## src/core/fault_regs_pkg.sv

```systemverilog
// constants and carrier types for the fault and measurement register group
package fault_regs_pkg;
	localparam logic [7:0] OFS_FAULT = 8'h03;
	localparam logic [7:0] OFS_SENSE = 8'h04;
	localparam logic [7:0] OFS_OUTV = 8'h05;
	localparam logic [7:0] OFS_AUX = 8'h06;
	localparam int BIT_ODC = 7;
	localparam int BIT_ODB = 6;
	localparam int BIT_SHORT = 5;
	localparam int BIT_ENCHG = 4;
	localparam int BIT_PBAD = 3;
	localparam int BIT_OC = 2;
	localparam int BIT_UV = 1;
	localparam int BIT_OV = 0;
	localparam logic [7:0] FAULT_RST = 8'h80;
	localparam logic [7:0] RESULT_RST = 8'h00;
	localparam logic [5:0] ALERT_EN_RST = 6'h00;
	localparam logic [7:0] FLAG_MASK = 8'h3f;
	// sense code for 1 mV at 151 uV per count: 6 counts is 0.906 mV, so 7 counts (1.057 mV) exceeds it
	localparam int SHORT_UV_THRESH = 1000;
	localparam int SENSE_LSB_NV = 151000;
	localparam logic [7:0] SHORT_CODE = 8'((SHORT_UV_THRESH * 1000) / SENSE_LSB_NV);

	// host register access
	typedef struct packed {
		logic wr;
		logic [7:0] addr;
		logic [7:0] wdata;
	} reg_req_t;

	// live analog-side conditions
	typedef struct packed {
		logic pass_off;
		logic enable_n;
		logic power_good_feedback;
		logic overcurrent;
		logic undervoltage_input;
		logic overvoltage_input;
	} cond_t;

	// conversion results with their update strobes
	typedef struct packed {
		logic sense_vld;
		logic [7:0] sense;
		logic outv_vld;
		logic [7:0] outv;
		logic aux_vld;
		logic [7:0] aux;
	} adc_t;
endpackage

```

## src/core/fault_adc_regs.sv

```systemverilog
// fault flags, open-drain output controls and adc result registers
// Operation
// - fault bit 7 pulls third open-drain pin low when 1; resets to 1.
// - fault bit 6 pulls second open-drain pin low when 1; resets to 0.
// - bit 5 sets when sense exceeds 1 mV while pass transistor is off.
// - bit 4 sets when active-low enable pin changes level.
// - bit 3 sets when power-good feedback input is low.
// - bit 1 sets when undervoltage input goes low.
// - bit 0 sets when overvoltage input goes high.
// - sense result stored unsigned 8 bits, 151 uV per count.
// - output voltage result stored unsigned 8 bits, 60.5 mV per count.
// - aux input result stored unsigned 8 bits, 4.82 mV per count.
// - each fault asserts alert only when its enable bit is 1; enables reset 0.
module fault_adc_regs
	import fault_regs_pkg::*;
(
	input wire logic core_clk, // core clock, 200 MHz
	input wire logic rst, // async reset, active high
	input fault_regs_pkg::reg_req_t req, // host write request, one cycle
	output logic [7:0] rdata, // read data for req.addr
	input wire logic [5:0] alert_enable, // alert enables from the alert register
	input fault_regs_pkg::cond_t cond, // live conditions
	input fault_regs_pkg::adc_t adc, // conversion results
	input wire logic open_drain_out_b_in, // second pin level
	input wire logic open_drain_out_c_in, // third pin level
	output logic open_drain_out_b_o, // second pin output value
	output logic open_drain_out_b_oe_n, // second pin enable, low drives
	output logic open_drain_out_c_o, // third pin output value
	output logic open_drain_out_c_oe_n, // third pin enable, low drives
	output logic alert // alert request, level
);
	import fault_regs_pkg::*;

	logic [7:0] fault_r, fault_nxt;
	logic [7:0] sense_r, sense_nxt;
	logic [7:0] outv_r, outv_nxt;
	logic [7:0] aux_r, aux_nxt;
	logic en_prev_r, en_prev_nxt;
	logic uv_prev_r, uv_prev_nxt;
	logic ov_prev_r, ov_prev_nxt;
	logic armed_r, armed_nxt;
	logic [7:0] events;
	logic alert_r, alert_nxt;

	function automatic logic hit(input reg_req_t r, input logic [7:0] ofs);
		return r.wr && (r.addr == ofs);
	endfunction

	always_comb begin
		events = 8'h00;
		events[BIT_SHORT] = cond.pass_off && (sense_r > SHORT_CODE);
		events[BIT_ENCHG] = armed_r && (cond.enable_n != en_prev_r);
		events[BIT_PBAD] = !cond.power_good_feedback;
		events[BIT_OC] = cond.overcurrent;
		events[BIT_UV] = armed_r && uv_prev_r && !cond.undervoltage_input;
		events[BIT_OV] = armed_r && !ov_prev_r && cond.overvoltage_input;
	end

	always_comb begin
		fault_nxt = fault_r;
		sense_nxt = sense_r;
		outv_nxt = outv_r;
		aux_nxt = aux_r;
		en_prev_nxt = cond.enable_n;
		uv_prev_nxt = cond.undervoltage_input;
		ov_prev_nxt = cond.overvoltage_input;
		armed_nxt = 1'b1;
		if (hit(req, OFS_FAULT)) begin
			fault_nxt[BIT_ODC] = req.wdata[BIT_ODC];
			fault_nxt[BIT_ODB] = req.wdata[BIT_ODB];
			fault_nxt = (fault_nxt & ~FLAG_MASK) | (fault_r & req.wdata & FLAG_MASK);
		end
		// set wins over a clearing write
		fault_nxt = fault_nxt | (events & FLAG_MASK);
		if (adc.sense_vld) begin
			sense_nxt = adc.sense;
		end else if (hit(req, OFS_SENSE)) begin
			sense_nxt = req.wdata;
		end
		if (adc.outv_vld) begin
			outv_nxt = adc.outv;
		end else if (hit(req, OFS_OUTV)) begin
			outv_nxt = req.wdata;
		end
		if (adc.aux_vld) begin
			aux_nxt = adc.aux;
		end else if (hit(req, OFS_AUX)) begin
			aux_nxt = req.wdata;
		end
		alert_nxt = |(fault_r[5:0] & alert_enable);
	end

	always_ff @(posedge core_clk or posedge rst) begin
		if (rst) begin
			fault_r <= FAULT_RST;
			sense_r <= RESULT_RST;
			outv_r <= RESULT_RST;
			aux_r <= RESULT_RST;
			en_prev_r <= 1'b0;
			uv_prev_r <= 1'b0;
			ov_prev_r <= 1'b0;
			armed_r <= 1'b0;
			alert_r <= 1'b0;
		end else begin
			fault_r <= fault_nxt;
			sense_r <= sense_nxt;
			outv_r <= outv_nxt;
			aux_r <= aux_nxt;
			en_prev_r <= en_prev_nxt;
			uv_prev_r <= uv_prev_nxt;
			ov_prev_r <= ov_prev_nxt;
			armed_r <= armed_nxt;
			alert_r <= alert_nxt;
		end
	end

	always_comb begin
		unique case (req.addr)
			OFS_FAULT: rdata = fault_r;
			OFS_SENSE: rdata = sense_r;
			OFS_OUTV: rdata = outv_r;
			OFS_AUX: rdata = aux_r;
			default: rdata = 8'h00;
		endcase
	end

	// pins only ever pull low; the pin levels are unused here
	assign open_drain_out_c_o = 1'b0;
	assign open_drain_out_c_oe_n = !fault_r[BIT_ODC];
	assign open_drain_out_b_o = 1'b0;
	assign open_drain_out_b_oe_n = !fault_r[BIT_ODB];
	assign alert = alert_r;

	property p_od_c;
		@(posedge core_clk) disable iff (rst)
			hit(req, OFS_FAULT) |=> open_drain_out_c_oe_n == !$past(req.wdata[BIT_ODC]);
	endproperty
	a_od_c: assert property (p_od_c) else $error("third pin not updated");

	// pins move only on a fault register write, never on flag events
	property p_od_c_keep;
		@(posedge core_clk) disable iff (rst)
			!hit(req, OFS_FAULT) |=> $stable(open_drain_out_c_oe_n);
	endproperty
	a_od_c_keep: assert property (p_od_c_keep) else $error("third pin moved");

	property p_od_b;
		@(posedge core_clk) disable iff (rst)
			hit(req, OFS_FAULT) |=> open_drain_out_b_oe_n == !$past(req.wdata[BIT_ODB]);
	endproperty
	a_od_b: assert property (p_od_b) else $error("second pin not updated");

	property p_od_b_keep;
		@(posedge core_clk) disable iff (rst)
			!hit(req, OFS_FAULT) |=> $stable(open_drain_out_b_oe_n);
	endproperty
	a_od_b_keep: assert property (p_od_b_keep) else $error("second pin moved");

	property p_short;
		@(posedge core_clk) disable iff (rst)
			(cond.pass_off && sense_r > SHORT_CODE) |=> fault_r[BIT_SHORT];
	endproperty
	a_short: assert property (p_short) else $error("short flag missed");

	property p_enchg;
		@(posedge core_clk) disable iff (rst)
			(armed_r && cond.enable_n != en_prev_r) |=> fault_r[BIT_ENCHG];
	endproperty
	a_enchg: assert property (p_enchg) else $error("enable change missed");

	property p_pbad;
		@(posedge core_clk) disable iff (rst) !cond.power_good_feedback |=> fault_r[BIT_PBAD];
	endproperty
	a_pbad: assert property (p_pbad) else $error("power bad missed");

	property p_uv;
		@(posedge core_clk) disable iff (rst)
			(armed_r && $fell(cond.undervoltage_input)) |=> fault_r[BIT_UV];
	endproperty
	a_uv: assert property (p_uv) else $error("undervoltage missed");

	property p_ov;
		@(posedge core_clk) disable iff (rst)
			(armed_r && $rose(cond.overvoltage_input)) |=> fault_r[BIT_OV];
	endproperty
	a_ov: assert property (p_ov) else $error("overvoltage missed");

	property p_oc;
		@(posedge core_clk) disable iff (rst)
			cond.overcurrent |=> fault_r[BIT_OC];
	endproperty
	a_oc: assert property (p_oc) else $error("overcurrent missed");

	property p_sense;
		@(posedge core_clk) disable iff (rst) adc.sense_vld |=> sense_r == $past(adc.sense);
	endproperty
	a_sense: assert property (p_sense) else $error("sense not stored");

	property p_sense_wr;
		@(posedge core_clk) disable iff (rst)
			(hit(req, OFS_SENSE) && !adc.sense_vld) |=> sense_r == $past(req.wdata);
	endproperty
	a_sense_wr: assert property (p_sense_wr) else $error("sense write lost");

	property p_sense_keep;
		@(posedge core_clk) disable iff (rst)
			(!hit(req, OFS_SENSE) && !adc.sense_vld) |=> $stable(sense_r);
	endproperty
	a_sense_keep: assert property (p_sense_keep) else $error("sense changed");

	property p_outv;
		@(posedge core_clk) disable iff (rst)
			adc.outv_vld |=> outv_r == $past(adc.outv);
	endproperty
	a_outv: assert property (p_outv) else $error("output voltage not stored");

	property p_outv_keep;
		@(posedge core_clk) disable iff (rst)
			(!hit(req, OFS_OUTV) && !adc.outv_vld) |=> $stable(outv_r);
	endproperty
	a_outv_keep: assert property (p_outv_keep) else $error("output voltage changed");

	property p_aux;
		@(posedge core_clk) disable iff (rst)
			adc.aux_vld |=> aux_r == $past(adc.aux);
	endproperty
	a_aux: assert property (p_aux) else $error("aux result not stored");

	property p_aux_keep;
		@(posedge core_clk) disable iff (rst)
			(!hit(req, OFS_AUX) && !adc.aux_vld) |=> $stable(aux_r);
	endproperty
	a_aux_keep: assert property (p_aux_keep) else $error("aux result changed");

	property p_alert;
		@(posedge core_clk) disable iff (rst)
			alert |-> |($past(fault_r[5:0]) & $past(alert_enable));
	endproperty
	a_alert: assert property (p_alert) else $error("alert without enabled flag");

	property p_alert_on;
		@(posedge core_clk) disable iff (rst)
			|(fault_r[5:0] & alert_enable) |=> alert;
	endproperty
	a_alert_on: assert property (p_alert_on) else $error("enabled flag gave no alert");

	property p_alert_off;
		@(posedge core_clk) disable iff (rst)
			!(|(fault_r[5:0] & alert_enable)) |=> !alert;
	endproperty
	a_alert_off: assert property (p_alert_off) else $error("alert stuck");

	property p_hold;
		@(posedge core_clk) disable iff (rst)
			(fault_r[BIT_OC] && !(hit(req, OFS_FAULT) && !req.wdata[BIT_OC])) |=> fault_r[BIT_OC];
	endproperty
	a_hold: assert property (p_hold) else $error("flag dropped without clear");

	property p_hold_pbad;
		@(posedge core_clk) disable iff (rst)
			(fault_r[BIT_PBAD] && !(hit(req, OFS_FAULT) && !req.wdata[BIT_PBAD]))
				|=> fault_r[BIT_PBAD];
	endproperty
	a_hold_pbad: assert property (p_hold_pbad) else $error("power bad dropped");

	// a zero written while no new event arrives must clear the flag
	property p_clear_ov;
		@(posedge core_clk) disable iff (rst)
			(hit(req, OFS_FAULT) && !req.wdata[BIT_OV] && !$rose(cond.overvoltage_input))
				|=> !fault_r[BIT_OV];
	endproperty
	a_clear_ov: assert property (p_clear_ov) else $error("overvoltage not cleared");

	// writing a one must never manufacture a flag
	property p_noset_uv;
		@(posedge core_clk) disable iff (rst)
			(hit(req, OFS_FAULT) && req.wdata[BIT_UV] && !fault_r[BIT_UV]
				&& !$fell(cond.undervoltage_input)) |=> !fault_r[BIT_UV];
	endproperty
	a_noset_uv: assert property (p_noset_uv) else $error("write set a flag");

	property p_clear_enchg;
		@(posedge core_clk) disable iff (rst)
			(hit(req, OFS_FAULT) && !req.wdata[BIT_ENCHG] && !$changed(cond.enable_n))
				|=> !fault_r[BIT_ENCHG];
	endproperty
	a_clear_enchg: assert property (p_clear_enchg) else $error("enable flag not cleared");

	c_short: cover property (@(posedge core_clk) disable iff (rst) $rose(fault_r[BIT_SHORT]));
	c_clear: cover property (@(posedge core_clk) disable iff (rst) $fell(fault_r[BIT_OV]));
	c_alert: cover property (@(posedge core_clk) disable iff (rst) $rose(alert));
	c_enchg: cover property (@(posedge core_clk) disable iff (rst) $rose(fault_r[BIT_ENCHG]));
	c_set_wins: cover property (@(posedge core_clk) disable iff (rst)
		hit(req, OFS_FAULT) && !req.wdata[BIT_OC] && cond.overcurrent);
endmodule // fault_adc_regs

```

## config.mk

```make
export PLATFORM = sky130hd
export DESIGN_NAME = fault_adc_regs
export DESIGN_NICKNAME = d
export VERILOG_FILES = /design/src/core/fault_regs_pkg.sv /design/src/core/fault_adc_regs.sv
export SDC_FILE = /design/constraint.sdc
export NUM_CORES = 1
export LEC_CHECK = 0
export BUFFER_PORTS_ARGS = -buffer_cell sky130_fd_sc_hd__buf_2
export CORE_MARGIN = 10
export CORE_UTILIZATION = 52
export CTS_CLUSTER_SIZE = 16
export DETAILED_ROUTE_END_ITERATION = 8
export GPL_TIMING_DRIVEN = 0
export PLACE_DENSITY = 0.81
export SYNTH_ARGS = -nofsm -noshare
export SYNTH_HDL_FRONTEND = slang
export SYNTH_SLANG_ARGS = --single-unit
```

## constraint.sdc

```tcl
create_clock -name core_clk -period 1.72 [get_ports core_clk]
set_clock_uncertainty 0.15 [all_clocks]
set_input_delay 0.172 -clock core_clk [delete_from_list [all_inputs] [get_ports core_clk]]
set_output_delay 0.172 -clock core_clk [all_outputs]
set_load 0.005 [all_outputs]
```

==> results.md, run 1 <==
* Hold slack final at -0.00659 ns
* Post-synthesis area per instance at roughly 9.4 µm²
* Synth cell types at 46
* Number of synthesis warnings at 0
* Cells after synthesis at 257
* VDD IR-drop max at 339 µV
* Max-slew headroom at 48.1%
* Commonest non-fill, non-tap cell in the layout: sky130_fd_sc_hd__buf_2
* Number of global-route vias before repair at 2510
* Antenna violations before repair at 0
* Drt initial violations at 265
* FMAX at 0.555 GHz
* Multiplexer share of the synthesized area at 1.34%
* Period Utilization, post-route at 105%
* Average wire length per cell after detail routing at between 15 and 20 µm
* Predominant post-synthesis flop cell: sky130_fd_sc_hd__dfrtp_1
* DIE AREA at 7790 µm²
* Boundary pin count at 73
* Area taken by flip-flops and latches at 927 µm²
* Worst path required time at 1.40 ns
* Core Footprint at approximately 4400 µm²
* Internal at 1.42 mW
* Dominant combinational cell family by area after synthesis: compound AO/OA/AOI/OAI gates
* Fin. Hold Viols at 2
* Vias post-DR at 2482
* Clock tree from TritonCTS: yes
* Height of the die at between 80 and 90 µm
* Complex-gate fraction of the synthesized area at 26.8%
* Synthesized area at 2420 µm²
* Power density over the cells at slightly above 600 nW/µm²
* Number of endpoints failing setup at the final stage at 8
* Placed wire-length estimate at 5740 µm
* Nets at 420
* Global-route wire length before repair at between 10000 and 15000 µm
* Type of the tightest min-delay check: in2reg
* Starting Density at 54.6%
* Type of element launching the critical path: primary input
* P_sw at 0.582 mW
* Area share of fa/ha/maj cells after synthesis at 0%
* Result of the run: finished, violations left
* Placer congestion estimate at 0.906
* Share of final-layout standard cells stronger than drive strength 1 at 31.9%
* Synthesized-area fraction occupied by and/or/nand/nor cells at 24.7%
* Utilization after layout at 74.6%
* Via density per instance at about 6.0
* Clock period minus worst slack at around 1.8 ns
* Slew Viols, Final at 0
* Pin count of the biggest net entering global routing at 38
* Global Route Usage Sum at 20.3%
* Register clock-pin slew on the reported worst setup and hold paths at 0.07 ns
* RSZ-0062 raised after global routing: yes
* Seq/Total Area, Yosys at 38.2%
* Layout fillers at 328
* Clock network power share at 29.3%
* Remaining number of nets flagged by the antenna check after routing at 0
* GRT overflow at 0
* Post-route setup slack at -0.0826 ns
* Relative contribution of sequential cells to total power at 48.5%
* Final wirelength at around 7900 µm
* Num CTS Buffers at 5
* Cell Count, Final, Fillers Out at 413
* Detailed Routing Iterations Pass 1 at 5
* # placed instances at 377
* Die Wd at just under 90 µm
* Level count of the clock H-tree at 2
* Total clock sinks at 37
* Number of enable-type register cells in the synthesized netlist at 0
* Proportion of register bits with asynchronous set or reset after synthesis at 100%
* CP max FO at 5
* Worst Tran Pin Value at 0.777 ns
* Type of the worst setup path: in2out
* Violated checks: negative hold slack, negative setup slack
* Number of rows in the core area at 24
* Maximum capacitance violations at 0
* Top library cells by usage in the layout, fill and taps aside: 71 x sky130_fd_sc_hd__buf_2, 36 x sky130_fd_sc_hd__dfrtp_1, 26 x sky130_fd_sc_hd__dlygate4sd3_1
* Maximum buffer depth of the clock tree at 2
* CTS root buffer: sky130_fd_sc_hd__clkbuf_8
* Share of power burned in combinational logic at 22.2%
* Area of the multi-input gates at between 1000 and 1500 µm²
* Switching Fraction at 29.0%
* P&R area growth vs syn at 36.7%
* Antenna cells at 0
* Total leakage power at 1.38 nW
* Xor/xnor cell area share of the yosys netlist at 0.361%
* Capturing element type of the critical path: output port
* Critical path data arrival time at 1.48 ns
* Flop and latch count out of synthesis at 37
* Number of design rule violations left after detail routing at 0
* Clock latency on the worst-skew pair at 0.29 ns
* Number of input and output port buffers inserted at 67
## routing by layer
metal / GRT usage (%) / part of all wire [%] / routed length [µm] / up-vias
met5: 0 / 0 / 0 / -
met2: 33.9 / 47 / 3760 / 134
li1: - / - / - / 1169
met4: 7.78 / 2.8 / 223 / 0
met1: 25.1 / 40 / 3180 / 1154
met3: 4.50 / 9.7 / 770 / 25
## kinds of logic (layout without fill, tap and decap cells)
kind of cell,Yosys count,count (layout)
AOI/OAI and AO/OA,86,86
muxes,3,3
buffers and inverters,42,145
other,2,3
DFF,37,37
and+or+nand+nor,86,86
xor gates and xnor gates,1,1
## flip-flops by register name, indices dropped and copies added, names as in the netlist
signal     count
aux_r          8
fault_r        8
outv_r         8
sense_r        8
alert          1
armed_r        1
en_prev_r      1
ov_prev_r      1
uv_prev_r      1
## Yosys cell counts, types with 2 or more instances
cell type                  count  area share, %
sky130_fd_sc_hd__a211oi_1     13            4.0
sky130_fd_sc_hd__a21o_1        3           0.93
sky130_fd_sc_hd__a21oi_1      16            3.3
sky130_fd_sc_hd__a221o_1       7            2.9
sky130_fd_sc_hd__a221oi_1      2           0.72
sky130_fd_sc_hd__a22o_1        2           0.72
sky130_fd_sc_hd__a22oi_1       3           0.93
sky130_fd_sc_hd__a41oi_1      17            6.1
sky130_fd_sc_hd__and2_1        9            2.3
sky130_fd_sc_hd__and4_1        2           0.72
sky130_fd_sc_hd__buf_2         6            1.2
sky130_fd_sc_hd__buf_4         2           0.62
sky130_fd_sc_hd__buf_6         3            1.4
sky130_fd_sc_hd__clkbuf_1     12            1.9
sky130_fd_sc_hd__clkbuf_2      2           0.41
sky130_fd_sc_hd__conb_1        2           0.31
sky130_fd_sc_hd__dfrtp_1      36             37
sky130_fd_sc_hd__inv_1        15            2.3
sky130_fd_sc_hd__mux2_2        2           0.93
sky130_fd_sc_hd__nand2_1       3           0.46
sky130_fd_sc_hd__nand2b_1      2           0.52
sky130_fd_sc_hd__nand3_1       2           0.41
sky130_fd_sc_hd__nand3b_1     17            5.3
sky130_fd_sc_hd__nor2_1        9            1.4
sky130_fd_sc_hd__nor2b_1      25            6.4
sky130_fd_sc_hd__nor4_1        4            1.0
sky130_fd_sc_hd__nor4_2        2            1.0
sky130_fd_sc_hd__nor4b_2       5            3.1
sky130_fd_sc_hd__o21ai_0       2           0.41
sky130_fd_sc_hd__o31ai_1      16            5.0
## area by class of cell
cell class / count / share of cell area (%)
tap: 52 / 1.96
sequential: 37 / 28.0
multi-input combinational: 179 / 41.7
clock buffer: 6 / 2.19
buffer: 24 / 3.96
inverter: 15 / 1.70
clock inverter: 2 / 0.302
timing repair buffer: 98 / 20.2
## timing repair
| item | 4_1_cts | 5_1_grt |
|---|---|---|
| setup buffers | 4 | 0 |
| pin swaps | 9 | 0 |
| hold endpoints to repair | 58 | 0 |
| setup endpoints to repair | 8 | 8 |
| cloned | 1 | 0 |
| hold buffers | 26 | 0 |
| gates resized for setup | 19 | 7 |
## power by group through the flow
stage / combinational, mW / clock (mW) / sequential, mW
3_3_place_gp: 0.353 / 0 / 0.983
5_1_grt: 0.488 / 0.635 / 0.976
2_1_floorplan: 0.223 / 0 / 0.970
6_report: 0.445 / 0.588 / 0.972
4_1_cts: 0.430 / 0.594 / 0.969
3_5_place_dp: 0.362 / 0 / 0.986
## metrics by stage
step | power, mW | hold WS (ns) | setup WS, ns | setup TNS (ns) | area (µm²)
after CTS | 1.99 | 0.00112 | -0.0921 | -0.615 | 3300
after global routing | 2.10 | 0.00554 | -0.0967 | -0.629 | 3310
after detailed placement | 1.35 | 0.151 | -0.252 | -3.03 | 2830
after floorplan | 1.19 | 0.0534 | 0.0797 | 0 | 2430
after global placement | 1.34 | 0.147 | -0.237 | -2.29 | 2830
final | 2.01 | -0.00659 | -0.0826 | -0.351 | 3310
## worst max-delay path, stage by stage
cell,delay [ns]
sky130_fd_sc_hd__buf_8,0.09
sky130_fd_sc_hd__or4_4,0.59
sky130_fd_sc_hd__buf_8,0.17
sky130_fd_sc_hd__a211oi_2,0.20
sky130_fd_sc_hd__a221o_1,0.15
sky130_fd_sc_hd__buf_2,0.11
## path summary, 6_finish.rpt
path	startpoint	to	slack, ns	cells after the start
min in group asynchronous	rst	fault_r[2]	0.41	3
worst max register to register	fault_r[0]	alert	0.17	3
max in group asynchronous	rst	ov_prev_r	0.51	3
worst min register to register	aux_r[2]	aux_r[2]	0.39	2
worst max-delay path	req[15]	rdata[4]	-0.08	6
worst min-delay path	adc[5]	aux_r[5]	-0.007	3
No activity file was read; power rests on OpenSTA's default activity.
==> inputs of run 2 (changes only) <==
--- a/config.mk
+++ b/config.mk
@@ -12,6 +12,7 @@
 export DETAILED_ROUTE_END_ITERATION = 8
 export GPL_TIMING_DRIVEN = 0
 export PLACE_DENSITY = 0.81
+export SKIP_LAST_GASP = 1
 export SYNTH_ARGS = -nofsm -noshare
 export SYNTH_HDL_FRONTEND = slang
 export SYNTH_SLANG_ARGS = --single-unit
==> run 2 against run 1 <==
Against the previous run:
- the run still ends with negative hold slack, negative setup slack left
- sequential cell count did not move
- sequential power barely moved
- final cell count did not move
- die area did not move
- global-route usage did not move
- largest power group unchanged
- hold slack improved by 0.0010 ns
- non-clock buffer count did not move
- final area did not move
==> results.md, run 2 (synthesized netlist as in run 1, its figures left out) <==
* Total clock sinks at 37 (unchanged)
* Result of the run: finished, violations left (unchanged)
* Pwr Total at 2.00 mW (was 2.01 mW)
* Number of design rule violations left after detail routing at 0 (unchanged)
* P&R area growth vs syn at 36.7% (unchanged)
* FMAX at 0.559 GHz (was 0.555 GHz)
* Nets at 420 (unchanged)
* Num CTS Buffers at 5 (unchanged)
* Final wirelength at 7900 µm (was 7930 µm)
* Detailed Routing Iterations Pass 1 at 4 (was 5)
* Register clock-pin slew on the reported worst setup and hold paths at 0.07 ns (about the same)
* Share of final-layout standard cells stronger than drive strength 1 at 31.9% (unchanged)
* Boundary pin count at 73 (unchanged)
* DIE AREA at 7790 µm² (unchanged)
* Antenna cells at 0 (unchanged)
* Fin. Hold Viols at 2 (unchanged)
* Height of the die at 88.3 µm (unchanged)
* Slowest stage cell on the critical path: sky130_fd_sc_hd__or4_4 (unchanged)
* Global-route wire length before repair at 12400 µm (unchanged)
* Slew Viols, Final at 0 (unchanged)
* Max-slew headroom at 48.2% (was 48.1%)
* Period Utilization, post-route at 104% (was 105%)
* Clock tree from TritonCTS: yes (unchanged)
* Maximum capacitance violations at 0 (unchanged)
* Type of the worst setup path: in2out (unchanged)
* Type of the tightest min-delay check: in2reg (unchanged)
* Hold slack final at -0.00555 ns (was -0.00659 ns)
* Clock latency on the worst-skew pair at 0.29 ns (about the same)
* Via density per instance at 5.91 (was 6.01)
* Vias post-DR at 2439 (was 2482)
* CTS root buffer: sky130_fd_sc_hd__clkbuf_8 (unchanged)
* Average wire length per cell after detail routing at 19.1 µm (was 19.2 µm)
* Commonest non-fill, non-tap cell in the layout: sky130_fd_sc_hd__buf_2 (unchanged)
* Critical path data arrival time at 1.47 ns (was 1.48 ns)
* RSZ-0062 raised after global routing: yes (unchanged)
* Starting Density at 54.6% (unchanged)
* Drt initial violations at 270 (was 265)
* Die Wd at 88.3 µm (unchanged)
* Worst stage delay on the critical path at 0.59 ns (about the same)
* Depth of the worst register-to-register path at 3 (unchanged)
* CP dominant cell by count: sky130_fd_sc_hd__buf_8 (unchanged)
* GRT overflow at 0 (unchanged)
* Pin count of the biggest net entering global routing at 38 (unchanged)
* Number of rows in the core area at 24 (unchanged)
* Number of input and output port buffers inserted at 67 (unchanged)
* Power density over the cells at 605 nW/µm² (about the same)
* Cell depth of the worst min-delay path at 3 (unchanged)
* Setup_tns at -0.364 ns (was -0.351 ns)
* Post-route setup slack at -0.0692 ns (was -0.0826 ns)
* CP max FO at 5 (unchanged)
* Capturing element type of the critical path: output port (unchanged)
* Top library cells by usage in the layout, fill and taps aside: 71 x sky130_fd_sc_hd__buf_2, 36 x sky130_fd_sc_hd__dfrtp_1, 26 x sky130_fd_sc_hd__dlygate4sd3_1 (unchanged)
* Placed wire-length estimate at 5740 µm (unchanged)
* Number of global-route vias before repair at 2510 (unchanged)
* Type of element launching the critical path: primary input (unchanged)
* Placer congestion estimate at 0.906 (unchanged)
* Clock period minus worst slack at 1.79 ns (was 1.80 ns)
* Antenna violations before repair at 0 (unchanged)
* Worst path required time at 1.40 ns (about the same)
* Number of endpoints failing setup at the final stage at 8 (unchanged)
* VDD IR-drop max at 339 µV (about the same)
* Total leakage power at 1.38 nW (unchanged)
* Core Footprint at 4440 µm² (unchanged)
* Maximum buffer depth of the clock tree at 2 (unchanged)
* Remaining number of nets flagged by the antenna check after routing at 0 (unchanged)
* Violated checks: negative hold slack, negative setup slack (unchanged)
* Worst Tran Pin Value at 0.776 ns (was 0.777 ns)
* Global Route Usage Sum at 20.3% (unchanged)
* CP cell instances: buf_8 > or4_4 > buf_8 > a211oi_2 > a221o_1 > buf_2 (unchanged)
* Level count of the clock H-tree at 2 (unchanged)
==> run 2: cell counts in the layout (fill, tap and decap cells not counted) <==
No cell type changed its count.
==> run 2: cell type report <==
cell class / count / area (µm²)
Clock buffer: 6 / 72.6
Sequential cell: 37 / 927
Timing Repair Buffer: 98 / 669
Fill cell: 328 / 1130
Multi-Input combinational cell: 179 / 1380
Tap cell: 52 / 65.1
Inverter: 15 / 56.3
Clock inverter: 2 / 10.0
Buffer: 24 / 131
==> run 2: metrics by stage <==
| step | area [µm²] | worst slack (ns) | util [%] | instances | hold slack, ns |
|---|---|---|---|---|---|
| 2_1_floorplan | 2430 | 0.0797 | - | 258 | 0.0534 |
| 3_3_place_gp | 2830 | -0.237 | 63.7 | 377 | 0.147 |
| 3_5_place_dp | 2830 | -0.252 | 63.7 | 377 | 0.151 |
| 4_1_cts | 3300 | -0.0921 | 74.2 | 415 | 0.00112 |
| 5_1_grt | 3310 | -0.0967 | 74.6 | 413 | 0.00554 |
| 6_report | 3310 | -0.0692 | 74.6 | 413 | -0.00555 |
==> run 2: worst max-delay path: cells and delay by family <==
kind | cells | cell delay, ns
and+or+nand+nor | 1 | 0.59
buffers and inverters | 3 | 0.37
AOI/OAI and AO/OA | 2 | 0.33
==> run 2: metal layers <==
metal	track usage [%]	vias to the layer above	part of all wire [%]
li1	-	1168	-
met1	25.1	1134	40
met2	33.9	113	47
met3	4.50	24	9.4
met4	7.78	0	2.9
met5	0	-	0
==> run 2: worst paths after layout <==
| kind | from | endpoint | slack (ns) |
|---|---|---|---|
| worst min register to register | aux_r[2] | aux_r[2] | 0.39 |
| worst min-delay path | adc[5] | aux_r[5] | -0.006 |
| max in group asynchronous | rst | ov_prev_r | 0.51 |
| worst max-delay path | req[15] | rdata[4] | -0.07 |
| worst max register to register | fault_r[0] | alert | 0.16 |
| min in group asynchronous | rst | fault_r[2] | 0.41 |
==> run 2: what timing repair did <==
action                     CTS  global route
setup endpoints to repair    8             8
resized for setup           19             7
hold buffers                26             0
pin swaps                    9             0
gates cloned                 1             0
buffers inserted             4             0
hold endpoints to repair    58             0
==> run 2: where the power goes <==
group	switching (mW)	internal, mW
Clock	0.308	0.281
Combinational	0.231	0.213
Sequential	0.0433	0.929
Total	0.582	1.42
